File: config.mk
export PLATFORM = sky130hd
export DESIGN_NAME = swpsa_core
export DESIGN_NICKNAME = d
export VERILOG_FILES = /design/src/rtl/swpsa_pkg.sv /design/src/rtl/swpsa_rf_rights.sv /design/src/rtl/swpsa_core.sv
export SDC_FILE = /design/constraint.sdc
export NUM_CORES = 1
export LEC_CHECK = 0
export BUFFER_PORTS_ARGS = -buffer_cell sky130_fd_sc_hd__buf_4
export CORE_UTILIZATION = 45
export DETAILED_ROUTE_END_ITERATION = 10
export PLACE_DENSITY_LB_ADDON = 0.15
export SLEW_MARGIN = 0
export SYNTH_ARGS = -nofsm -noshare
export SYNTH_HDL_FRONTEND = slang
export SYNTH_SLANG_ARGS = --single-unit
File: constraint.sdc
create_clock -name clk -period 4.3 [get_ports clk]
set_input_delay 0.86 -clock clk [delete_from_list [all_inputs] [get_ports clk]]
set_output_delay 0.86 -clock clk [all_outputs]
set_load 0.02 [all_outputs]
File: src/rtl/swpsa_pkg.sv
// Shared constants for the sector write-protect and system-area block
package swpsa_pkg;
  // Serial byte locations (chip_enable_bit_two = 1)
  localparam logic [12:0] LOCK_LOW_OFS = 13'h800;
  localparam logic [12:0] LOCK_HIGH_OFS = 13'h804;
  localparam logic [12:0] SER_PW_OFS = 13'h900;
  localparam logic [12:0] RF_PW1_OFS = 13'h904;
  localparam logic [12:0] RF_PW2_OFS = 13'h908;
  localparam logic [12:0] RF_PW3_OFS = 13'h90C;
  localparam logic [12:0] IDS_OFS = 13'h910;
  localparam logic [12:0] UID_LOW_OFS = 13'h914;
  localparam logic [12:0] UID_HIGH_OFS = 13'h918;
  localparam logic [12:0] SIZE_REF_OFS = 13'h91C;
  // Byte lanes inside the identifier word
  localparam logic [1:0] AFI_LANE = 2'h2;
  localparam logic [1:0] STORAGE_FORMAT_IDENTIFIER_LANE = 2'h3;
  // User memory: 64 sectors of 128 bytes
  localparam int SECTOR_LSB = 7;
  localparam int SECTORS = 64;
  // Sector security byte fields
  localparam int SSS_LOCK_BIT = 0;
  localparam int SSS_PROT_LSB = 1;
  localparam int SSS_PSEL_LSB = 3;
  localparam logic [1:0] PROT_RO = 2'h0;
  localparam logic [1:0] PROT_RW = 2'h1;
  localparam logic [1:0] PROT_NONE = 2'h2;
  localparam logic [1:0] PROT_LOCKED = 2'h3;
  localparam logic [1:0] PSEL_NONE = 2'h0;
  // Serial password command validation codes
  localparam logic [7:0] PW_CMD_PRESENT = 8'h09;
  localparam logic [7:0] PW_CMD_WRITE = 8'h07;
  // Delivery values
  localparam logic [63:0] LOCK_RST = 64'h0000_0000_0000_0000;
  localparam logic [31:0] PW_RST = 32'h0000_0000;
  localparam logic [7:0] AFI_RST = 8'h00;
  localparam logic [7:0] STORAGE_FORMAT_IDENTIFIER_RST = 8'hFF;
  localparam logic [23:0] MEM_SIZE = 24'h0307FF;
  // Access sequencer states, Gray coded
  typedef enum logic [1:0]
  {
    ACC_IDLE = 2'b00,
    ACC_EVAL = 2'b01,
    ACC_RESP = 2'b11
  } swpsa_acc_e;
endpackage

File: src/rtl/swpsa_rf_rights.sv
// Contactless access rights of one sector from its security byte
`timescale 1ns/100ps
module swpsa_rf_rights
  import swpsa_pkg::*;
(
  // Sector security byte
  input wire logic [7:0] status_byte,
  // Passwords currently granted, bit 0 = password one
  input wire logic [2:0] granted,
  // Rights
  output logic read_ok,
  output logic write_ok
);
  logic locked;
  logic [1:0] prot;
  logic [1:0] psel;
  logic linked;

  assign locked = status_byte[SSS_LOCK_BIT];
  assign prot = status_byte[SSS_PROT_LSB +: 2];
  assign psel = status_byte[SSS_PSEL_LSB +: 2];
  assign linked = (psel != PSEL_NONE) && granted[psel - 2'h1];

  always_comb
  begin
    if (!locked)
    begin
      read_ok = 1'b1;
      write_ok = 1'b1;
    end
    else if (linked)
    begin
      read_ok = 1'b1;
      write_ok = (prot != PROT_LOCKED);
    end
    else
    begin
      // Unlinked sectors keep the power-up rights
      read_ok = (prot == PROT_RO) || (prot == PROT_RW);
      write_ok = (prot == PROT_RW);
    end
  end
endmodule

File: src/rtl/swpsa_core.sv
// Serial write-lock, password gating and system-area access logic
`timescale 1ns/100ps
// Summary of operation
// - A set write-lock bit blocks serial writes to its sector; clear permits them.
// - Eight write-lock bytes from location 2048 hold one bit per sector, 64 sectors.
// - Word 2048 holds sectors 0-31, word 2052 sectors 32-63, low byte lowest.
// - Clearing a write-lock bit over the serial side is always allowed.
// - Lock bytes always readable; setting them needs a presented serial password.
// - At delivery all write-lock bytes are zero, every sector unprotected.
// - The 32-bit serial password lives at location 2304.
// - After power-on locked sectors read freely but refuse writes until unlocked.
// - Presentation is correct only when all 32 bits match; it lifts write locks.
// - The serial password may be changed only after it has been presented.
// - Contactless passwords at 2308, 2312, 2316 are hidden from the serial side.
// - Family identifier at 2322 and format identifier at 2323 are read-only.
// - A read-only 64-bit unique identifier occupies eight bytes from 2324.
// - Bytes 2332 to 2335 hold chip reference (lowest byte) and memory size.
// - Delivery: all passwords zero, format identifier FFh, family identifier 00h.
// - Locked sector without password: 00 read only, 01 read-write, 10/11 nothing.
// - Password one grants read-write for 00/01/10, read only for 11.
// - Security byte: bit 0 lock, bits 2:1 protection, bits 4:3 password select.
// - A wrong contactless password withdraws all granted access rights.
module swpsa_core
  import swpsa_pkg::*;
#(
  // Arbitrary identity values
  parameter logic [63:0] UNIQUE_IDENTIFIER = 64'h0123_4567_89AB_CDEF,
  parameter logic [7:0] CHIP_REFERENCE_CODE = 8'h5A
)
(
  // Clock and reset
  input wire logic clk,
  input wire logic rst_n,
  // Serial byte access from the bus front end
  input wire logic acc_req,
  input wire logic acc_write,
  input wire logic chip_enable_bit_two,
  input wire logic [12:0] acc_addr,
  input wire logic [7:0] acc_wdata,
  output logic acc_busy,
  output logic acc_done,
  output logic acc_ok,
  output logic [7:0] acc_rdata,
  // Serial password commands
  input wire logic pw_cmd_valid,
  input wire logic [7:0] pw_cmd_code,
  input wire logic [31:0] pw_first,
  input wire logic [31:0] pw_second,
  output logic pw_done,
  output logic pw_accepted,
  output logic serial_pw_presented,
  // Contactless password commands
  input wire logic rf_present_valid,
  input wire logic [1:0] rf_present_index,
  input wire logic [31:0] rf_present_value,
  input wire logic rf_pw_write_valid,
  input wire logic [1:0] rf_pw_write_index,
  input wire logic [31:0] rf_pw_write_value,
  output logic [2:0] rf_granted,
  // Contactless sector rights query
  input wire logic [7:0] rf_sector_status,
  output logic rf_read_allowed,
  output logic rf_write_allowed
);
  // Persistent storage, loaded with delivery values on reset
  logic [63:0] lock_reg;
  logic [31:0] ser_pw_reg;
  logic [31:0] rf_pw_reg [3];
  logic presented_reg;
  logic [2:0] granted_reg;

  swpsa_acc_e state_reg;
  logic write_reg;
  logic e2_reg;
  logic [12:0] addr_reg;
  logic [7:0] wdata_reg;
  logic busy_reg;
  logic done_reg;
  logic ok_reg;
  logic [7:0] rdata_reg;
  logic pw_done_reg;
  logic pw_acc_reg;
  logic rf_rd_reg;
  logic rf_wr_reg;

  logic [12:0] word_addr;
  logic [1:0] lane;
  logic is_lock;
  logic [2:0] lock_byte_idx;
  logic [7:0] lock_byte;
  logic [5:0] sector;
  logic [31:0] rd_word;
  logic rd_ok;
  logic wr_ok;
  logic [7:0] lock_byte_next;
  logic pw_copies_same;
  logic rf_rd_ok;
  logic rf_wr_ok;

  assign word_addr = {addr_reg[12:2], 2'b00};
  assign lane = addr_reg[1:0];
  assign is_lock = e2_reg && ((word_addr == LOCK_LOW_OFS) || (word_addr == LOCK_HIGH_OFS));
  assign lock_byte_idx = {addr_reg[2], addr_reg[1:0]};
  assign lock_byte = lock_reg[lock_byte_idx * 8 +: 8];
  assign sector = addr_reg[SECTOR_LSB +: 6];
  assign pw_copies_same = (pw_first == pw_second);

  // Read word and permissions for the latched access
  always_comb
  begin
    rd_word = 32'h0000_0000;
    rd_ok = 1'b0;
    wr_ok = 1'b0;
    lock_byte_next = lock_byte;
    if (!e2_reg)
    begin
      // User memory: the array itself sits outside this block
      rd_ok = 1'b1;
      wr_ok = !lock_reg[sector] || presented_reg;
    end
    else
    begin
      case (word_addr)
        LOCK_LOW_OFS, LOCK_HIGH_OFS:
        begin
          rd_word = addr_reg[2] ? lock_reg[63:32] : lock_reg[31:0];
          rd_ok = 1'b1;
          if (presented_reg)
          begin
            lock_byte_next = acc_wdata_mux(wdata_reg);
            wr_ok = 1'b1;
          end
          else
          begin
            // Clearing is honoured even when locked; setting bits is dropped
            lock_byte_next = lock_byte & wdata_reg;
            wr_ok = ((wdata_reg & ~lock_byte) == 8'h00);
          end
        end
        SER_PW_OFS:
        begin
          // Direct byte writes never touch the password; commands do
          rd_word = ser_pw_reg;
          rd_ok = presented_reg;
        end
        RF_PW1_OFS, RF_PW2_OFS, RF_PW3_OFS:
        begin
          rd_ok = 1'b0;
        end
        IDS_OFS:
        begin
          rd_word = {STORAGE_FORMAT_IDENTIFIER_RST, AFI_RST, 16'h0000};
          rd_ok = 1'b1;
        end
        UID_LOW_OFS:
        begin
          rd_word = UNIQUE_IDENTIFIER[31:0];
          rd_ok = 1'b1;
        end
        UID_HIGH_OFS:
        begin
          rd_word = UNIQUE_IDENTIFIER[63:32];
          rd_ok = 1'b1;
        end
        SIZE_REF_OFS:
        begin
          rd_word = {MEM_SIZE, CHIP_REFERENCE_CODE};
          rd_ok = 1'b1;
        end
        default:
        begin
          rd_ok = 1'b0;
        end
      endcase
    end
  end

  function automatic logic [7:0] acc_wdata_mux(input logic [7:0] d);
    acc_wdata_mux = d;
  endfunction

  // Access sequencer: take, evaluate, answer
  always_ff @(posedge clk or negedge rst_n)
  begin
    if (!rst_n)
    begin
      state_reg <= ACC_IDLE;
      write_reg <= 1'b0;
      e2_reg <= 1'b0;
      addr_reg <= 13'h0000;
      wdata_reg <= 8'h00;
      busy_reg <= 1'b0;
      done_reg <= 1'b0;
      ok_reg <= 1'b0;
      rdata_reg <= 8'h00;
    end
    else
    begin
      case (state_reg)
        ACC_IDLE:
        begin
          done_reg <= 1'b0;
          if (acc_req)
          begin
            write_reg <= acc_write;
            e2_reg <= chip_enable_bit_two;
            addr_reg <= acc_addr;
            wdata_reg <= acc_wdata;
            busy_reg <= 1'b1;
            state_reg <= ACC_EVAL;
          end
        end
        ACC_EVAL:
        begin
          done_reg <= 1'b1;
          ok_reg <= write_reg ? wr_ok : rd_ok;
          // Refused reads return zero so hidden data never leaks
          rdata_reg <= (!write_reg && rd_ok) ? rd_word[lane * 8 +: 8] : 8'h00;
          state_reg <= ACC_RESP;
        end
        ACC_RESP:
        begin
          done_reg <= 1'b0;
          busy_reg <= 1'b0;
          state_reg <= ACC_IDLE;
        end
        default:
        begin
          done_reg <= 1'b0;
          busy_reg <= 1'b0;
          state_reg <= ACC_IDLE;
        end
      endcase
    end
  end

  // Write-lock storage
  always_ff @(posedge clk or negedge rst_n)
  begin
    if (!rst_n)
    begin
      lock_reg <= LOCK_RST;
    end
    else if ((state_reg == ACC_EVAL) && write_reg && is_lock)
    begin
      lock_reg[lock_byte_idx * 8 +: 8] <= lock_byte_next;
    end
  end

  // Serial password present and write commands
  always_ff @(posedge clk or negedge rst_n)
  begin
    if (!rst_n)
    begin
      ser_pw_reg <= PW_RST;
      presented_reg <= 1'b0;
      pw_done_reg <= 1'b0;
      pw_acc_reg <= 1'b0;
    end
    else
    begin
      pw_done_reg <= 1'b0;
      if (pw_cmd_valid)
      begin
        pw_done_reg <= 1'b1;
        pw_acc_reg <= 1'b0;
        // A mismatch between the two copies aborts without any effect
        if (pw_copies_same && (pw_cmd_code == PW_CMD_PRESENT))
        begin
          presented_reg <= (pw_first == ser_pw_reg);
          pw_acc_reg <= (pw_first == ser_pw_reg);
        end
        else if (pw_copies_same && (pw_cmd_code == PW_CMD_WRITE) && presented_reg)
        begin
          ser_pw_reg <= pw_first;
          pw_acc_reg <= 1'b1;
        end
      end
    end
  end

  // Contactless password storage, one entry per password
  genvar gi;
  generate
    for (gi = 0; gi < 3; gi++)
    begin : g_rf_pw
      always_ff @(posedge clk or negedge rst_n)
      begin
        if (!rst_n)
        begin
          rf_pw_reg[gi] <= PW_RST;
        end
        else if (rf_pw_write_valid && (rf_pw_write_index == 2'(gi + 1)) && granted_reg[gi])
        begin
          rf_pw_reg[gi] <= rf_pw_write_value;
        end
      end
    end
  endgenerate

  // Contactless presentation: a new command replaces earlier grants
  always_ff @(posedge clk or negedge rst_n)
  begin
    if (!rst_n)
    begin
      granted_reg <= 3'b000;
    end
    else if (rf_present_valid)
    begin
      if ((rf_present_index != PSEL_NONE)
          && (rf_present_value == rf_pw_reg[rf_present_index - 2'h1]))
      begin
        granted_reg <= 3'(1 << (rf_present_index - 2'h1));
      end
      else
      begin
        granted_reg <= 3'b000;
      end
    end
  end

  swpsa_rf_rights u_rf_rights
  (
    .status_byte(rf_sector_status),
    .granted(granted_reg),
    .read_ok(rf_rd_ok),
    .write_ok(rf_wr_ok)
  );

  // Registered rights answer, one cycle after the query
  always_ff @(posedge clk or negedge rst_n)
  begin
    if (!rst_n)
    begin
      rf_rd_reg <= 1'b0;
      rf_wr_reg <= 1'b0;
    end
    else
    begin
      rf_rd_reg <= rf_rd_ok;
      rf_wr_reg <= rf_wr_ok;
    end
  end

  assign acc_busy = busy_reg;
  assign acc_done = done_reg;
  assign acc_ok = ok_reg;
  assign acc_rdata = rdata_reg;
  assign pw_done = pw_done_reg;
  assign pw_accepted = pw_acc_reg;
  assign serial_pw_presented = presented_reg;
  assign rf_granted = granted_reg;
  assign rf_read_allowed = rf_rd_reg;
  assign rf_write_allowed = rf_wr_reg;
endmodule

==> flow_metrics.py <==
metrics = {
    "setup_path": {
        "crit_slowest_cell": "ha_2",
        "path_delay_family": "compound AO/OA/AOI/OAI gates",
        "cp.required_ns": 4.74,
        "path_buf_inv": 3,
        "critPathMaxFanout": 18,
        "cpPeakStageDelay_ns": 0.62,
        "worst_setup_path_start_kind": "input pin",
        "path_cells": "buf_4 -> inv_1 -> ha_2 -> buf_4 -> mux2i_1 -> o21ai_0 -> xor2_1 -> a2111oi_0 -> nand4_1 -> o31ai_1",
        "crit_top_cell": "buf_4",
        "critPathCaptureType": "register",
        "critPathKind": "input pin to register",
        "cp_data_arrival_time_ns": 3.55,
    },
    "outcome": {
        "status": "completed",
    },
    "yosys": {
        "yosysTopAreaCellShare_pct": 44.5,
        "yosys.area.top_type": "dfrtp_1",
        "ys_warn_count": 0,
        "synth-seq-cells": 236,
        "synth_edf_count": 0,
        "syn_avg_cell_area_sq_um": 11.5,
        "syn_nets": 1343,
        "ys.flop_type": "dfrtp_1",
        "synth_area_sq_um": 13300,
        "synthCells": 1159,
        "seq_area_frac_synth_pct": 44.5,
        "ys_types": 79,
        "ys_top_cells_by_area": "dfrtp_1 (44%), mux2_2 (18%), mux2i_1 (4.8%)",
        "synth-async-reset-ratio_pct": 100,
    },
    "clocking": {
        "numCtsBuffers": 27,
        "clock_path_buffers": 3,
        "ctsHtreeMaxLevel": 1,
        "cts_setup_buffers": 0,
        "postCtsResizedCells": 0,
        "insertion_delay_ns": 0.53,
        "tritoncts": "yes",
        "cts_root_buf": "clkbuf_16",
        "clk_pin_slew_ns": 0.06,
        "postCtsHoldBufs": 0,
        "cts.sinks": 236,
    },
    "min_path": {
        "hold_path.class": "input pin to asynchronous set/reset pin",
    },
    "floorplanning": {
        "dieArea_sq_um": 30200,
        "core-area_sq_um": 28900,
        "die_w_microns": 174,
        "rows": 62,
        "io_pins": 196,
        "die_h_microns": 174,
        "start_util_pct": 46.0,
    },
    "sta": {
        "fin_crit_ns": 3.12,
        "max_freq_mhz": 321,
        "relSlewSlack_pct": 50.2,
        "finalClockSkew_ns": 0.0157,
        "grt_setup_unrepaired": "no",
        "report.final.slew_viol_count": 0,
        "worst_slack_ns": 1.18,
        "hold_viol_final": 0,
        "fin_tns_setup_ns": 0,
        "worstMarginPinSlew_ns": 0.744,
        "finalSetupViolCount": 0,
        "period_share_pct": 72.5,
    },
    "detailed_routing": {
        "ant_nets": 0,
        "drc": 0,
        "post_drt_wl_per_cell_microns": 22.1,
        "viasPerCell": 5.86,
        "wirelength_mm": 38.6,
        "first_pass_iters": 5,
        "num_vias": 10244,
        "first_iter_violations": 772,
    },
    "global_route": {
        "grt_pass1_wl_mm": 60.1,
        "first_global_vias": 10194,
        "grt_max_degree": 98,
        "overflow": 0,
        "grt_util_all_layers_pct": 25.6,
        "antenna_found_initial": 0,
    },
    "layout": {
        "n_antenna_cell": 0,
        "largest_reg_flops": 96,
        "seq_area_sq_um": 5910,
        "layout-drive-gt1-share_pct": 37.3,
        "layout_common_cells": "dfrtp_1 (235), buf_4 (215), mux2_2 (208), nand2_1 (72), mux2i_1 (63)",
        "final_cells": 1748,
        "final_common_cell": "dfrtp_1",
        "syn_to_final_growth_pct": 20.7,
        "nFillCells": 2542,
        "final_cell_area_sq_um": 16000,
        "nets": 1530,
        "multi_input_area_sq_um": 7030,
    },
    "placed_design": {
        "io_buffers": 192,
        "place_inst": 1701,
        "place_area_sq_um": 15200,
        "post-place-ws_ns": 0.619,
        "place_hpwl_mm": 29.0,
        "place.gp.congestion": 0.917,
    },
    "job": {
        "drv_cap": 0,
    },
    "power": {
        "vdd_drop_max_uv": 365,
        "power_density_nw_per_um2": 409,
        "leakage_nw": 7.41,
    },
}
## power by group
part / switching (W) / total [W] / internal [W]
logic: 0.00100 / 0.00174 / 0.000731
registers: 0.000264 / 0.00262 / 0.00236
clock network: 0.000896 / 0.00219 / 0.00130
## through the flow
step	util, %	hold WS [ns]	total power, W
6_report	55.5	0.323	0.00655
5_1_grt	55.5	0.377	0.00683
4_1_cts	55.5	0.356	0.00657
3_5_place_dp	52.6	0.466	0.00436
3_3_place_gp	52.6	0.452	0.00434
2_1_floorplan	-	0.425	0.00372
## per-layer routing
layer  wire length, microns  track usage [%]
met1                  17800             37.3
met2                  17000             38.3
met3                   2690             5.26
met4                   1080             7.49
met5                      0                0
## path summary, 6_finish.rpt
kind                                           from                          to  slack, ns  cells past startpoint
max                             rf_present_index[1]   rf_granted[1]$_DFFE_PN0P_       1.18                     10
min                                           rst_n  ser_pw_reg[20]$_DFFE_PN0P_       0.32                      1
max reg2reg                addr_reg[10]$_DFFE_PN0P_    lock_reg[29]$_DFFE_PN0P_       1.25                      5
min reg2reg                state_reg[1]$_DFFE_PN0N_    state_reg[0]$_DFFE_PN0N_       0.47                      1
max in group asynchronous                     rst_n   rf_pw_reg[92]$_DFFE_PN0P_       2.99                      2
min in group clk                       pw_cmd_valid           pw_done$_DFF_PN0_       0.46                      1
## synthesized netlist by cell type (all sizes together) (4+ instances only)
master	instances
nor3	17
o31ai	7
o22ai	15
inv	28
xor2	43
nand2	72
o211ai	8
a31oi	5
nand2b	12
o2111ai	6
or2	5
o221ai	5
xnor2	45
nand4b	5
nor2b	10
nor2	47
dfrtp	236
nor4	16
o21ai	59
mux2i	63
a221oi	8
ha	7
nand3	16
o32a	4
nand4	17
a211oi	7
a22oi	14
a22o	4
o41ai	5
mux4	16
buf	23
clkbuf	37
mux2	216
a21oi	21
## cell families (layout without fill, tap and decap cells)
kind of cell / count (synthesis) / count (layout) / synth area share (%)
AOI/OAI and AO/OA: 202 / 202 / 10.4
adders and majority gates: 7 / 7 / 0.660
DFF: 236 / 236 / 44.5
and+or+nand+nor: 242 / 242 / 9.90
xor gates and xnor gates: 88 / 88 / 5.81
buffers and inverters: 89 / 294 / 2.75
muxes: 295 / 295 / 26.0
## layout make-up
| type | instances | share of cell area, % |
|---|---|---|
| clock buffers | 42 | 4.88 |
| clock inverters | 5 | 0.343 |
| inverters | 29 | 0.679 |
| multi-input cells | 834 | 43.8 |
| flip-flops and latches | 236 | 36.9 |
| well taps | 384 | 3.00 |
| repair buffers | 218 | 10.4 |
No activity file was read; power rests on OpenSTA's default activity.
